$ cat src/pmc_defines.svh
/*
  Constants for the power-mode and clock control block: register offsets,
  field positions, reset values and timing counts.
  Assumes inclusion by bare name from the package and the modules.
*/
`ifndef PMC_DEFINES_SVH
`define PMC_DEFINES_SVH

// Register word indices (AXI4-Lite byte address is four times the index)
`define PMC_IDX_PWR_CTRL 8'h87
`define PMC_IDX_CLK_SPEED 8'h8e
`define PMC_IDX_EXT_FLAGS 8'h91
`define PMC_IDX_PWR_MGMT 8'h92
`define PMC_ADDR_W 10

// Power control fields
`define PMC_POWER_CONTROL_IDLE 0
`define PMC_POWER_CONTROL_STOP 1
// Clock speed control fields
`define PMC_CK_T0 3
`define PMC_CK_T1 4
`define PMC_CK_T2 5
// Extended flags fields
`define PMC_EX_REF 0
`define PMC_EX_RING 1
`define PMC_EX_RACT 2
// Power management fields
`define PMC_PM_STROBE 2

// Reset values
`define PMC_RST_BYTE 8'h00

// Timing
`define PMC_RING_XTAL_CLKS 17'h10000
`define PMC_XTAL_STABLE_CLKS 17'h10000
`define PMC_DIV4 4'h4
`define PMC_DIV12 4'hc

// Bus responses
`define PMC_RESP_OKAY 2'b00
`define PMC_RESP_SLVERR 2'b10

`endif

$ cat src/pmc_pkg.sv
/*
  Types for the power-mode and clock control block.
  Assumes pmc_defines.svh is on the include path.
*/
`default_nettype none
`include "pmc_defines.svh"
package pmc_pkg;
  // Power state of the core
  typedef enum logic [2:0] {
    PMC_RUN = 3'b000,
    PMC_IDLE = 3'b001,
    PMC_STOP = 3'b010,
    PMC_WAKE_XTAL = 3'b011,
    PMC_RING_RUN = 3'b100
  } pmc_state_t;

  // Wake sources seen by the block
  typedef struct packed {
    logic extIrq;
    logic rtcAlarm;
    logic powerFailIrq;
    logic powerFailRst;
    logic anyIrq;
  } pmc_wake_t;

  // Clock and gating outputs
  typedef struct packed {
    logic coreHalt;
    logic clocksGated;
    logic refPowered;
    logic ringClock;
    logic strobe;
  } pmc_ctrl_t;
endpackage
`default_nettype wire

$ cat src/pmc_prescaler.sv
/*
  One timer prescaler: pulses a tick every 4 or 12 input clocks.
  Assumes enable is low while clocks are gated in stop.
*/
`default_nettype none
`include "pmc_defines.svh"
module pmc_prescaler
  import pmc_pkg::*;
(
  // Clock and reset
  input wire logic clk,
  input wire logic rst_n,
  // Control
  input wire logic enable,
  input wire logic fast,
  // Tick
  output logic tick
);
  logic [3:0] countReg; // Clocks within one timer cycle
  logic [3:0] limit;    // Selected divide ratio

  // Divide ratio: one selects 4 clocks, zero selects 12
  assign limit = fast ? `PMC_DIV4 : `PMC_DIV12;

  // Counter and tick, stopped while clocks are gated
  always_ff @(posedge clk or negedge rst_n) begin
    if (!rst_n) begin
      countReg <= 4'h0;
      tick <= 1'b0;
    end else if (!enable) begin
      tick <= 1'b0;
    end else if (countReg >= limit - 4'h1) begin
      countReg <= 4'h0;
      tick <= 1'b1;
    end else begin
      countReg <= countReg + 4'h1;
      tick <= 1'b0;
    end
  end
endmodule
`default_nettype wire

$ cat src/pmc_top.sv
/*
  Power-mode and clock control with an AXI4-Lite register slave.
  Holds idle and stop entry, stop wake-up, reference-in-stop, ring wake with
  automatic crystal return, strobe suppression and timer prescale select.
  Assumes wake sources are synchronous levels; the clock here models the
  crystal time base, so the ring count and stabilisation count use it.
*/
// Decided for this implementation: the AXI4-Lite slave port.
// Operation
// - Power control bit 0 enters idle
// - Idle halts core, clocks and timers run
// - Idle ends on any interrupt or reset
// - Power control bit 1 enters stop, clocks gated
// - Stop ends on external interrupt or reset
// - Real-time clock alarm also ends stop
// - Reference select keeps reference powered in stop
// - Powered reference lets power-fail events end stop
// - Reference select ignored outside stop
// - Default stop exit uses restarted crystal
// - Ring select resumes from stop on ring
// - Ring run returns to crystal after 65536
// - Ring flag reads one on ring clock
// - Strobe suppress keeps strobe static on-chip
// - Strobe suppress resets zero, strobe every cycle
// - Timers reset to twelve clocks per cycle
// - Speed bit one gives four, zero twelve
// - Each timer has its own speed bit
// - Ring flag reads zero on crystal
`default_nettype none
`include "pmc_defines.svh"
module pmc_top
  import pmc_pkg::*;
(
  // Clock and reset
  input wire logic clk,
  input wire logic rst_n,
  // AXI4-Lite write address and data
  input wire logic s_axi_awvalid,
  output logic s_axi_awready,
  input wire logic [`PMC_ADDR_W-1:0] s_axi_awaddr,
  input wire logic s_axi_wvalid,
  output logic s_axi_wready,
  input wire logic [31:0] s_axi_wdata,
  input wire logic [3:0] s_axi_wstrb,
  // AXI4-Lite write response
  output logic s_axi_bvalid,
  input wire logic s_axi_bready,
  output logic [1:0] s_axi_bresp,
  // AXI4-Lite read
  input wire logic s_axi_arvalid,
  output logic s_axi_arready,
  input wire logic [`PMC_ADDR_W-1:0] s_axi_araddr,
  output logic s_axi_rvalid,
  input wire logic s_axi_rready,
  output logic [31:0] s_axi_rdata,
  output logic [1:0] s_axi_rresp,
  // Wake sources and core cycle marks
  input wire pmc_wake_t wake,
  input wire logic instrCycle,
  input wire logic extDataMove,
  // Control outputs
  output pmc_ctrl_t ctrl,
  output logic [2:0] timerTick
);
  pmc_state_t stateReg;          // Power state
  logic [7:0] pwrCtrlReg;        // Power control
  logic [7:0] clkSpeedReg;       // Clock speed control
  logic [1:0] extCtlReg;         // Reference and ring select bits
  logic [7:0] pwrMgmtReg;        // Power management
  logic [16:0] countReg;         // Ring or stabilisation counter
  logic wakeStop;                // Stop exit condition
  logic awHeld, wHeld;           // Write channels captured
  logic [`PMC_ADDR_W-1:0] awAddrReg;
  logic [31:0] wDataReg;
  logic [3:0] wStrbReg;
  logic wrFire;                  // Both write halves present
  logic [7:0] wrIdx;             // Written register index
  logic wrHit;                   // Written address mapped
  logic wrEn;                    // Mapped write with lane 0 enabled
  logic [7:0] rdIdx;
  logic [7:0] rdByte;
  logic rdHit;
  logic ringActive;
  logic [2:0] fastSel;

  // Ring flag is a pure function of state so it can never disagree
  assign ringActive = (stateReg == PMC_RING_RUN);

  // Stop wake: external, alarm, or power-fail only with reference kept on
  assign wakeStop = wake.extIrq || wake.rtcAlarm ||
    (extCtlReg[`PMC_EX_REF] && (wake.powerFailIrq || wake.powerFailRst));

  // Write side: addresses are register indices, byte address is four times
  assign wrFire = awHeld && wHeld && !s_axi_bvalid;
  assign wrIdx = awAddrReg[9:2];
  assign wrHit = (awAddrReg[1:0] == 2'b00) && (wrIdx == `PMC_IDX_PWR_CTRL ||
    wrIdx == `PMC_IDX_CLK_SPEED || wrIdx == `PMC_IDX_EXT_FLAGS || wrIdx == `PMC_IDX_PWR_MGMT);
  // Refused writes (unmapped, misaligned, lane 0 off) must not land anywhere
  assign wrEn = wrFire && wrHit && wStrbReg[0];

  // Capture write address; accepted at most once until response
  always_ff @(posedge clk or negedge rst_n) begin
    if (!rst_n) begin
      awHeld <= 1'b0;
      awAddrReg <= '0;
      s_axi_awready <= 1'b0;
    end else begin
      s_axi_awready <= 1'b0;
      if (s_axi_awvalid && !awHeld && !s_axi_awready) begin
        awHeld <= 1'b1;
        awAddrReg <= s_axi_awaddr;
        s_axi_awready <= 1'b1;
      end else if (wrFire) begin
        awHeld <= 1'b0;
      end
    end
  end

  // Capture write data independently, so either order works
  always_ff @(posedge clk or negedge rst_n) begin
    if (!rst_n) begin
      wHeld <= 1'b0;
      wDataReg <= '0;
      wStrbReg <= '0;
      s_axi_wready <= 1'b0;
    end else begin
      s_axi_wready <= 1'b0;
      if (s_axi_wvalid && !wHeld && !s_axi_wready) begin
        wHeld <= 1'b1;
        wDataReg <= s_axi_wdata;
        wStrbReg <= s_axi_wstrb;
        s_axi_wready <= 1'b1;
      end else if (wrFire) begin
        wHeld <= 1'b0;
      end
    end
  end

  // Write response; unmapped addresses get a slave error
  always_ff @(posedge clk or negedge rst_n) begin
    if (!rst_n) begin
      s_axi_bvalid <= 1'b0;
      s_axi_bresp <= `PMC_RESP_OKAY;
    end else if (wrFire) begin
      s_axi_bvalid <= 1'b1;
      s_axi_bresp <= wrHit ? `PMC_RESP_OKAY : `PMC_RESP_SLVERR;
    end else if (s_axi_bready) begin
      s_axi_bvalid <= 1'b0;
    end
  end

  // Plain registers; only byte lane 0 carries data
  always_ff @(posedge clk or negedge rst_n) begin
    if (!rst_n) begin
      clkSpeedReg <= `PMC_RST_BYTE;
      extCtlReg <= 2'b00;
      pwrMgmtReg <= `PMC_RST_BYTE;
    end else if (wrEn) begin
      if (wrIdx == `PMC_IDX_CLK_SPEED) begin
        clkSpeedReg <= wDataReg[7:0];
      end
      if (wrIdx == `PMC_IDX_EXT_FLAGS) begin
        // Ring flag bit is read-only and not stored
        extCtlReg <= wDataReg[1:0];
      end
      if (wrIdx == `PMC_IDX_PWR_MGMT) begin
        pwrMgmtReg <= wDataReg[7:0];
      end
    end
  end

  // Power control: mode bits self-clear on exit; exit wins over a write
  always_ff @(posedge clk or negedge rst_n) begin
    if (!rst_n) begin
      pwrCtrlReg <= `PMC_RST_BYTE;
    end else if (stateReg == PMC_IDLE && wake.anyIrq) begin
      pwrCtrlReg[`PMC_POWER_CONTROL_IDLE] <= 1'b0;
    end else if (stateReg == PMC_STOP && wakeStop) begin
      pwrCtrlReg[`PMC_POWER_CONTROL_STOP] <= 1'b0;
    end else if (wrEn && wrIdx == `PMC_IDX_PWR_CTRL) begin
      pwrCtrlReg <= wDataReg[7:0];
    end
  end

  // Power state machine
  always_ff @(posedge clk or negedge rst_n) begin
    if (!rst_n) begin
      stateReg <= PMC_RUN;
      countReg <= '0;
    end else begin
      case (stateReg)
        PMC_RUN, PMC_RING_RUN: begin
          if (stateReg == PMC_RING_RUN) begin
            if (countReg == `PMC_RING_XTAL_CLKS - 17'h1) begin
              stateReg <= PMC_RUN;
            end else begin
              countReg <= countReg + 17'h1;
            end
          end
          // Stop takes precedence when both are requested
          if (pwrCtrlReg[`PMC_POWER_CONTROL_STOP]) begin
            stateReg <= PMC_STOP;
          end else if (pwrCtrlReg[`PMC_POWER_CONTROL_IDLE]) begin
            stateReg <= PMC_IDLE;
          end
        end
        PMC_IDLE: begin
          if (wake.anyIrq) begin
            stateReg <= PMC_RUN;
          end
        end
        PMC_STOP: begin
          countReg <= '0;
          if (wakeStop) begin
            stateReg <= extCtlReg[`PMC_EX_RING] ? PMC_RING_RUN : PMC_WAKE_XTAL;
          end
        end
        PMC_WAKE_XTAL: begin
          if (countReg == `PMC_XTAL_STABLE_CLKS - 17'h1) begin
            stateReg <= PMC_RUN;
            countReg <= '0;
          end else begin
            countReg <= countReg + 17'h1;
          end
        end
        default: begin
          stateReg <= PMC_RUN;
        end
      endcase
    end
  end

  // Control outputs from flip-flops
  always_ff @(posedge clk or negedge rst_n) begin
    if (!rst_n) begin
      ctrl <= '0;
    end else begin
      ctrl.coreHalt <= (stateReg != PMC_RUN && stateReg != PMC_RING_RUN);
      ctrl.clocksGated <= (stateReg == PMC_STOP);
      // Reference is always on except in stop without the select bit
      ctrl.refPowered <= (stateReg != PMC_STOP) || extCtlReg[`PMC_EX_REF];
      ctrl.ringClock <= ringActive;
      // Suppressed strobe still pulses for off-chip data moves
      ctrl.strobe <= instrCycle && (stateReg != PMC_STOP) &&
        (!pwrMgmtReg[`PMC_PM_STROBE] || extDataMove);
    end
  end

  // Timer prescalers: bits 3,4,5 select timers 0,1,2
  assign fastSel = {clkSpeedReg[`PMC_CK_T2], clkSpeedReg[`PMC_CK_T1], clkSpeedReg[`PMC_CK_T0]};
  genvar gi;
  generate
    for (gi = 0; gi < 3; gi++) begin : gTimer
      // Timers keep running in idle, stop only when clocks are gated
      pmc_prescaler uPre (
        .clk(clk),
        .rst_n(rst_n),
        .enable(stateReg != PMC_STOP),
        .fast(fastSel[gi]),
        .tick(timerTick[gi])
      );
    end
  endgenerate

  // Read decode
  assign rdIdx = s_axi_araddr[9:2];
  always_comb begin
    rdHit = (s_axi_araddr[1:0] == 2'b00);
    rdByte = 8'h00;
    case (rdIdx)
      `PMC_IDX_PWR_CTRL: rdByte = pwrCtrlReg;
      `PMC_IDX_CLK_SPEED: rdByte = clkSpeedReg;
      `PMC_IDX_EXT_FLAGS: rdByte = {5'h00, ringActive, extCtlReg};
      `PMC_IDX_PWR_MGMT: rdByte = pwrMgmtReg;
      default: rdHit = 1'b0;
    endcase
  end

  // Read channel: one cycle to answer, held until taken
  always_ff @(posedge clk or negedge rst_n) begin
    if (!rst_n) begin
      s_axi_arready <= 1'b0;
      s_axi_rvalid <= 1'b0;
      s_axi_rdata <= '0;
      s_axi_rresp <= `PMC_RESP_OKAY;
    end else begin
      s_axi_arready <= 1'b0;
      if (s_axi_rvalid) begin
        if (s_axi_rready) begin
          s_axi_rvalid <= 1'b0;
        end
      end else if (s_axi_arvalid && !s_axi_arready) begin
        s_axi_arready <= 1'b1;
        s_axi_rvalid <= 1'b1;
        s_axi_rdata <= {24'h000000, rdByte};
        s_axi_rresp <= rdHit ? `PMC_RESP_OKAY : `PMC_RESP_SLVERR;
      end
    end
  end

  // Assertions
  AST_STOP_GATES: assert property (@(posedge clk) disable iff (!rst_n)
    stateReg == PMC_STOP |=> ctrl.clocksGated && ctrl.coreHalt)
    else $error("stop did not gate clocks");
  AST_STOP_NO_TIMER_WAKE: assert property (@(posedge clk) disable iff (!rst_n)
    (stateReg == PMC_STOP && !wake.extIrq && !wake.rtcAlarm && !extCtlReg[`PMC_EX_REF]) |=> stateReg == PMC_STOP)
    else $error("stop left without valid source");
  AST_RTC_WAKE: assert property (@(posedge clk) disable iff (!rst_n)
    (stateReg == PMC_STOP && wake.rtcAlarm) |=> stateReg inside {PMC_RING_RUN, PMC_WAKE_XTAL})
    else $error("alarm did not end stop");
  AST_PF_WAKE: assert property (@(posedge clk) disable iff (!rst_n)
    (stateReg == PMC_STOP && extCtlReg[`PMC_EX_REF] && wake.powerFailIrq) |=> stateReg != PMC_STOP)
    else $error("power fail did not end stop");
  AST_REF_OFF: assert property (@(posedge clk) disable iff (!rst_n)
    (stateReg == PMC_STOP && !extCtlReg[`PMC_EX_REF]) |=> !ctrl.refPowered)
    else $error("reference on in stop");
  AST_IDLE_EXIT: assert property (@(posedge clk) disable iff (!rst_n)
    (stateReg == PMC_IDLE && wake.anyIrq) |=> stateReg == PMC_RUN ##1 !ctrl.coreHalt)
    else $error("idle not left on interrupt");
  AST_RING_FLAG: assert property (@(posedge clk) disable iff (!rst_n)
    ctrl.ringClock == $past(stateReg == PMC_RING_RUN))
    else $error("ring flag mismatch");
  AST_RING_EXIT: assert property (@(posedge clk) disable iff (!rst_n)
    (stateReg == PMC_STOP && wakeStop && extCtlReg[`PMC_EX_RING]) |=> ringActive ##2 !ctrl.coreHalt)
    else $error("ring wake not immediate");
  AST_STROBE_SUPP: assert property (@(posedge clk) disable iff (!rst_n)
    (pwrMgmtReg[`PMC_PM_STROBE] && !extDataMove) |=> !ctrl.strobe)
    else $error("strobe pulsed while suppressed");
  AST_XTAL_HOLD: assert property (@(posedge clk) disable iff (!rst_n)
    (stateReg == PMC_STOP && wakeStop && !extCtlReg[`PMC_EX_RING]) |=> stateReg == PMC_WAKE_XTAL [*8])
    else $error("crystal exit did not wait");
  AST_REF_ON_OUTSIDE_STOP: assert property (@(posedge clk) disable iff (!rst_n)
    stateReg != PMC_STOP |=> ctrl.refPowered)
    else $error("reference off outside stop");
  AST_RING_RETURN: assert property (@(posedge clk) disable iff (!rst_n)
    (stateReg == PMC_RING_RUN && countReg == `PMC_RING_XTAL_CLKS - 17'h1) |=> stateReg != PMC_RING_RUN)
    else $error("ring run did not return to crystal");
  AST_BAD_WRITE_IGNORED: assert property (@(posedge clk) disable iff (!rst_n)
    (wrFire && !wrHit && stateReg == PMC_RUN) |=> $stable(pwrCtrlReg) && $stable(clkSpeedReg) &&
      $stable(pwrMgmtReg) && $stable(extCtlReg))
    else $error("refused write changed a register");
  COV_IDLE: cover property (@(posedge clk) disable iff (!rst_n) stateReg == PMC_IDLE ##1 stateReg == PMC_RUN);
  COV_RING: cover property (@(posedge clk) disable iff (!rst_n) stateReg == PMC_STOP ##1 stateReg == PMC_RING_RUN);
  COV_XTAL: cover property (@(posedge clk) disable iff (!rst_n) stateReg == PMC_STOP ##1 stateReg == PMC_WAKE_XTAL);
endmodule
`default_nettype wire

$ cat config.mk
export PLATFORM = sky130hd
export DESIGN_NAME = pmc_top
export DESIGN_NICKNAME = d
export VERILOG_FILES = /design/src/pmc_pkg.sv /design/src/pmc_prescaler.sv /design/src/pmc_top.sv
export VERILOG_INCLUDE_DIRS = /design/src /design/src/src
export SDC_FILE = /design/constraint.sdc
export NUM_CORES = 1
export LEC_CHECK = 0
export BUFFER_PORTS_ARGS = -buffer_cell sky130_fd_sc_hd__buf_2
export CORE_ASPECT_RATIO = 1.25
export CORE_MARGIN = 4
export CORE_UTILIZATION = 49
export CTS_CLUSTER_SIZE = 14
export DETAILED_ROUTE_END_ITERATION = 10
export PLACE_DENSITY = 0.87
export SLEW_MARGIN = 20
export SYNTH_ARGS = -nofsm -noshare
export SYNTH_HDL_FRONTEND = slang
export SYNTH_SLANG_ARGS = --single-unit
$ cat constraint.sdc
create_clock -name clk -period 2.7 [get_ports clk]
set_input_delay 0.27 -clock clk [delete_from_list [all_inputs] [get_ports clk]]
set_output_delay 0.27 -clock clk [all_outputs]
set_load 0.005 [all_outputs]
==> impl_metrics.py <==
metrics = {
    "status": {
        "outcome": "finished, final reports clean",
    },
    "drt": {
        "wl_per_cell_um": 15.60,
        "dr.pass1.iters": 4,
        "dr_wl_met2_mm": 5.379,
        "wl_met1_mm": 4.151,
        "vias": 3643,
        "top_layer": "met4",
        "ant_nets": 0,
        "routed_via_density": 5.536,
        "dr_wl_met3_um": 455,
        "drt_wl_total_mm": 10.26,
        "first_iter_violations": 215,
        "drc_errors": 0,
    },
    "clocking": {
        "cts_buffers": 9,
        "clock_tree.root_cell": "clkbuf_16",
        "cts.clk_slew.worst_paths_ns": 0.07,
        "h-tree-depth": 3,
        "cts_buffer_depth": 2,
        "clk_latency_ns": 0.34,
        "cts.sinks": 102,
        "cts_tree": "done",
    },
    "synth": {
        "syn-cell-area_mm2": 0.004969,
        "syn_avg_cell_area_um2": 11.04,
        "ys_warn_count": 0,
        "yosysUniqueCellTypes": 57,
        "synth_edf_count": 0,
        "syn-instance-count": 450,
        "yosysSeqAreaShare_pct": 51.37,
        "yosys_register_bits": 102,
        "async_flop_share_pct": 100.0,
        "synth-main-ff-cell": "dfrtp_1",
    },
    "setup_path": {
        "critPathLaunchType": "register",
        "slowest_delay_ns": 0.40,
        "r2r_slack_ns": 0.12,
        "critPathSlowestCell": "dfrtp_1",
        "crit_fanout": 5,
        "worstPathArrival_ns": 2.85,
        "required_ns": 2.97,
        "cp-end-kind": "register",
        "crit_family": "simple AND/OR/NAND/NOR gates",
        "worstPathCellList": "ha_2 -> and3_4 -> and2_4 -> nand4_1 -> inv_1 -> ha_4 -> nor4b_4 -> o2111ai_2 -> buf_4 -> or3_1 -> a21oi_2",
        "rr_startpoint": "countReg[1]$_DFFE_PN0P_",
        "ff2ff_path_depth": 11,
        "worst-path-buf-inv": 2,
        "crit_path_start": "countReg[1]$_DFFE_PN0P_",
        "worst-path-stages": 11,
        "crit_type": "reg -> reg",
        "rr_endpoint": "countReg[13]$_DFFE_PN0P_",
    },
    "hold_path": {
        "whs_endpoint": "s_axi_bvalid$_DFFE_PN0P_",
        "worst_hold_path_type": "in -> reg",
        "hold_path.startpoint": "s_axi_bready",
        "hold_path_depth": 2,
    },
    "sta": {
        "fin_tns_setup_ns": 0,
        "max_freq_mhz": 387.0,
        "period_minus_slack_ns": 2.584,
        "hold_violations": 0,
        "fin_skew_ns": 0.005257,
        "setup_violations": 0,
        "period_share_pct": 95.69,
        "final_max_slew_viol_count": 0,
        "timing.hold.ws_ns": 0.1119,
        "fin_ws_ns": 0.1163,
        "worst_slew_pin_slew_ns": 0.8525,
        "slew_headroom_pct": 42.64,
    },
    "grt": {
        "antenna_found_initial": 0,
        "grt_max_degree": 40,
        "grt_pass1_wl_mm": 17.14,
        "track_usage_pct": 17.92,
        "grt.overflow.total": 0,
        "first_global_vias": 3636,
    },
    "floorplan": {
        "die_h_um": 120.6,
        "dieArea_mm2": 0.01182,
        "dieWidth_um": 98.07,
        "num_io_pins": 119,
        "core_area_mm2": 0.009759,
        "rows": 40,
        "start_util_pct": 50.91,
    },
    "final_layout": {
        "final_layout_size_suffix_gt1_share_pct": 28.95,
        "final_area_mm2": 0.005774,
        "post-route-util_pct": 59.17,
        "area_growth_pct": 16.22,
        "stdcell_count": 658,
        "diodes": 0,
        "nets": 607,
    },
    "power_and_ir_drop": {
        "p_leak_nw": 2.709,
        "ir_drop_mv": 0.5846,
        "power_density_mw_per_mm2": 800.7,
        "power.total_mw": 4.623,
    },
    "placed_design": {
        "dpl-instance-area_mm2": 0.005383,
        "place.detailed.hpwl_mm": 7.727,
        "place_inst": 639,
        "io_buffers": 65,
        "dp_worst_setup_slack_ns": 0.0005393,
        "gp_congestion": 0.8561,
    },
    "job": {
        "max_cap_viol_count": 0,
    },
}
==> kinds of logic after synthesis <==
| logic type | Yosys count | synth area share, % |
|---|---|---|
| simple gates | 139 | 16.34 |
| xor+xnor | 4 | 0.7052 |
| other cells | 1 | 0.07548 |
| fa+ha+maj | 9 | 2.266 |
| compound gates | 99 | 13.22 |
| buf+inv | 53 | 6.270 |
| mux | 43 | 9.746 |
| flops | 102 | 51.37 |
==> cell type report <==
cell class              count  area (um^2)
fillers                   781         3985
flip-flops and latches    102         2552
multi-input cells         320         2235
repair buffers             82        457.9
clock buffers              11        252.7
well taps                 126        157.7
clock inverters             4        70.07
inverters                  13        48.80
==> worst register-to-register path, stage by stage (launching register included) <==
cell,delay (ns)
dfrtp_1,0.40
ha_2,0.20
and3_4,0.18
and2_4,0.14
nand4_1,0.10
inv_1,0.08
ha_4,0.18
nor4b_4,0.36
o2111ai_2,0.20
buf_4,0.18
or3_1,0.35
a21oi_2,0.13
==> how the worst max path moves through the flow <==
stage / endpoint / slack (ns)
after floorplan: countReg[15]$_DFFE_PN0P_ / 0.15
after global placement: countReg[14]$_DFFE_PN0P_ / 0.15
after detailed placement: countReg[14]$_DFFE_PN0P_ / 0.0005
after CTS: countReg[13]$_DFFE_PN0P_ / -0.007
after global routing: countReg[13]$_DFFE_PN0P_ / -0.05
final: countReg[13]$_DFFE_PN0P_ / 0.12
==> Yosys cell counts, drive strengths merged (2+ instances only) <==
| cell | n | area (um^2) |
|---|---|---|
| o31ai | 4 | 30.03 |
| nor4 | 2 | 27.53 |
| dfrtp | 102 | 2552 |
| and3b | 3 | 26.28 |
| o21ai | 29 | 145.1 |
| inv | 13 | 48.79 |
| or4 | 2 | 15.01 |
| nand2 | 28 | 105.1 |
| a21oi | 18 | 90.09 |
| a31oi | 3 | 18.77 |
| nor3b | 4 | 30.03 |
| o22ai | 4 | 25.02 |
| and2 | 6 | 37.54 |
| or3 | 11 | 68.82 |
| o2111ai | 3 | 32.53 |
| nor2 | 20 | 75.07 |
| nand2b | 8 | 52.55 |
| nand4b | 2 | 17.52 |
| and4 | 2 | 17.52 |
| mux2 | 43 | 484.2 |
| a311oi | 2 | 23.77 |
| a22oi | 11 | 82.58 |
| a22o | 9 | 78.83 |
| nand3 | 16 | 80.08 |
| o21a | 6 | 45.04 |
| xor2 | 3 | 26.28 |
| nor3 | 9 | 45.04 |
| nor4bb | 3 | 30.03 |
| buf | 33 | 236.5 |
| nor2b | 9 | 56.30 |
| a21o | 2 | 15.01 |
| nor4b | 3 | 47.54 |
| clkbuf | 7 | 26.28 |
| nand4 | 4 | 25.02 |
| or2 | 2 | 12.51 |
| ha | 9 | 112.6 |
| o2bb2ai | 6 | 52.55 |
==> routing by layer <==
| layer | track usage, % | vias to the layer above |
|---|---|---|
| li1 | - | 1749 |
| met1 | 20.96 | 1791 |
| met2 | 31.98 | 86 |
| met3 | 3.058 | 17 |
| met4 | 8.139 | 0 |
| met5 | 0 | - |
==> state kept, by name, indices dropped and copies added, names as in the netlist <==
name / flops
wHeld: 1
pwrMgmtReg: 8
awAddrReg: 10
gTimer.uPre.countReg: 12
clkSpeedReg: 8
s_axi_arready: 1
s_axi_bresp: 1
s_axi_rresp: 1
s_axi_awready: 1
wStrbReg: 1
awHeld: 1
s_axi_rdata: 8
countReg: 17
pwrCtrlReg: 8
s_axi_wready: 1
extCtlReg: 2
ctrl: 5
s_axi_bvalid: 1
s_axi_rvalid: 1
wDataReg: 8
stateReg: 3
gTimer.uPre.tick: 3
==> cells in the final DEF, fill, tap and decap left out, types with 7 or more instances in the layout <==
master and count:
a21oi_1 16, dfrtp_1 102, nor2b_1 9, inv_1 12
conb_1 26, ha_1 7, a22o_1 9, a22oi_1 11
nand3_1 16, nand2_1 28, or3_1 11, mux2_2 40
o21ai_0 29, buf_4 17, buf_2 64, nor3_1 9
nor2_1 20, clkbuf_16 9, nand2b_1 7
==> power breakdown <==
group / switching (mW) / total, mW / internal, mW / leakage, nW
Combinational: 0.493 / 1.01 / 0.521 / 1.22
Sequential: 0.337 / 2.22 / 1.88 / 1.33
Clock: 0.535 / 1.39 / 0.854 / 0.161
==> what timing repair did <==
action,in CTS,in global routing
hold buffers,1,0
gates resized for setup,1,7
gates cloned,0,0
hold endpoints to repair,36,0
setup buffers,0,3
endpoints found under the setup margin,1,9
pin swaps,0,6
No activity file was read; power rests on OpenSTA's default activity.
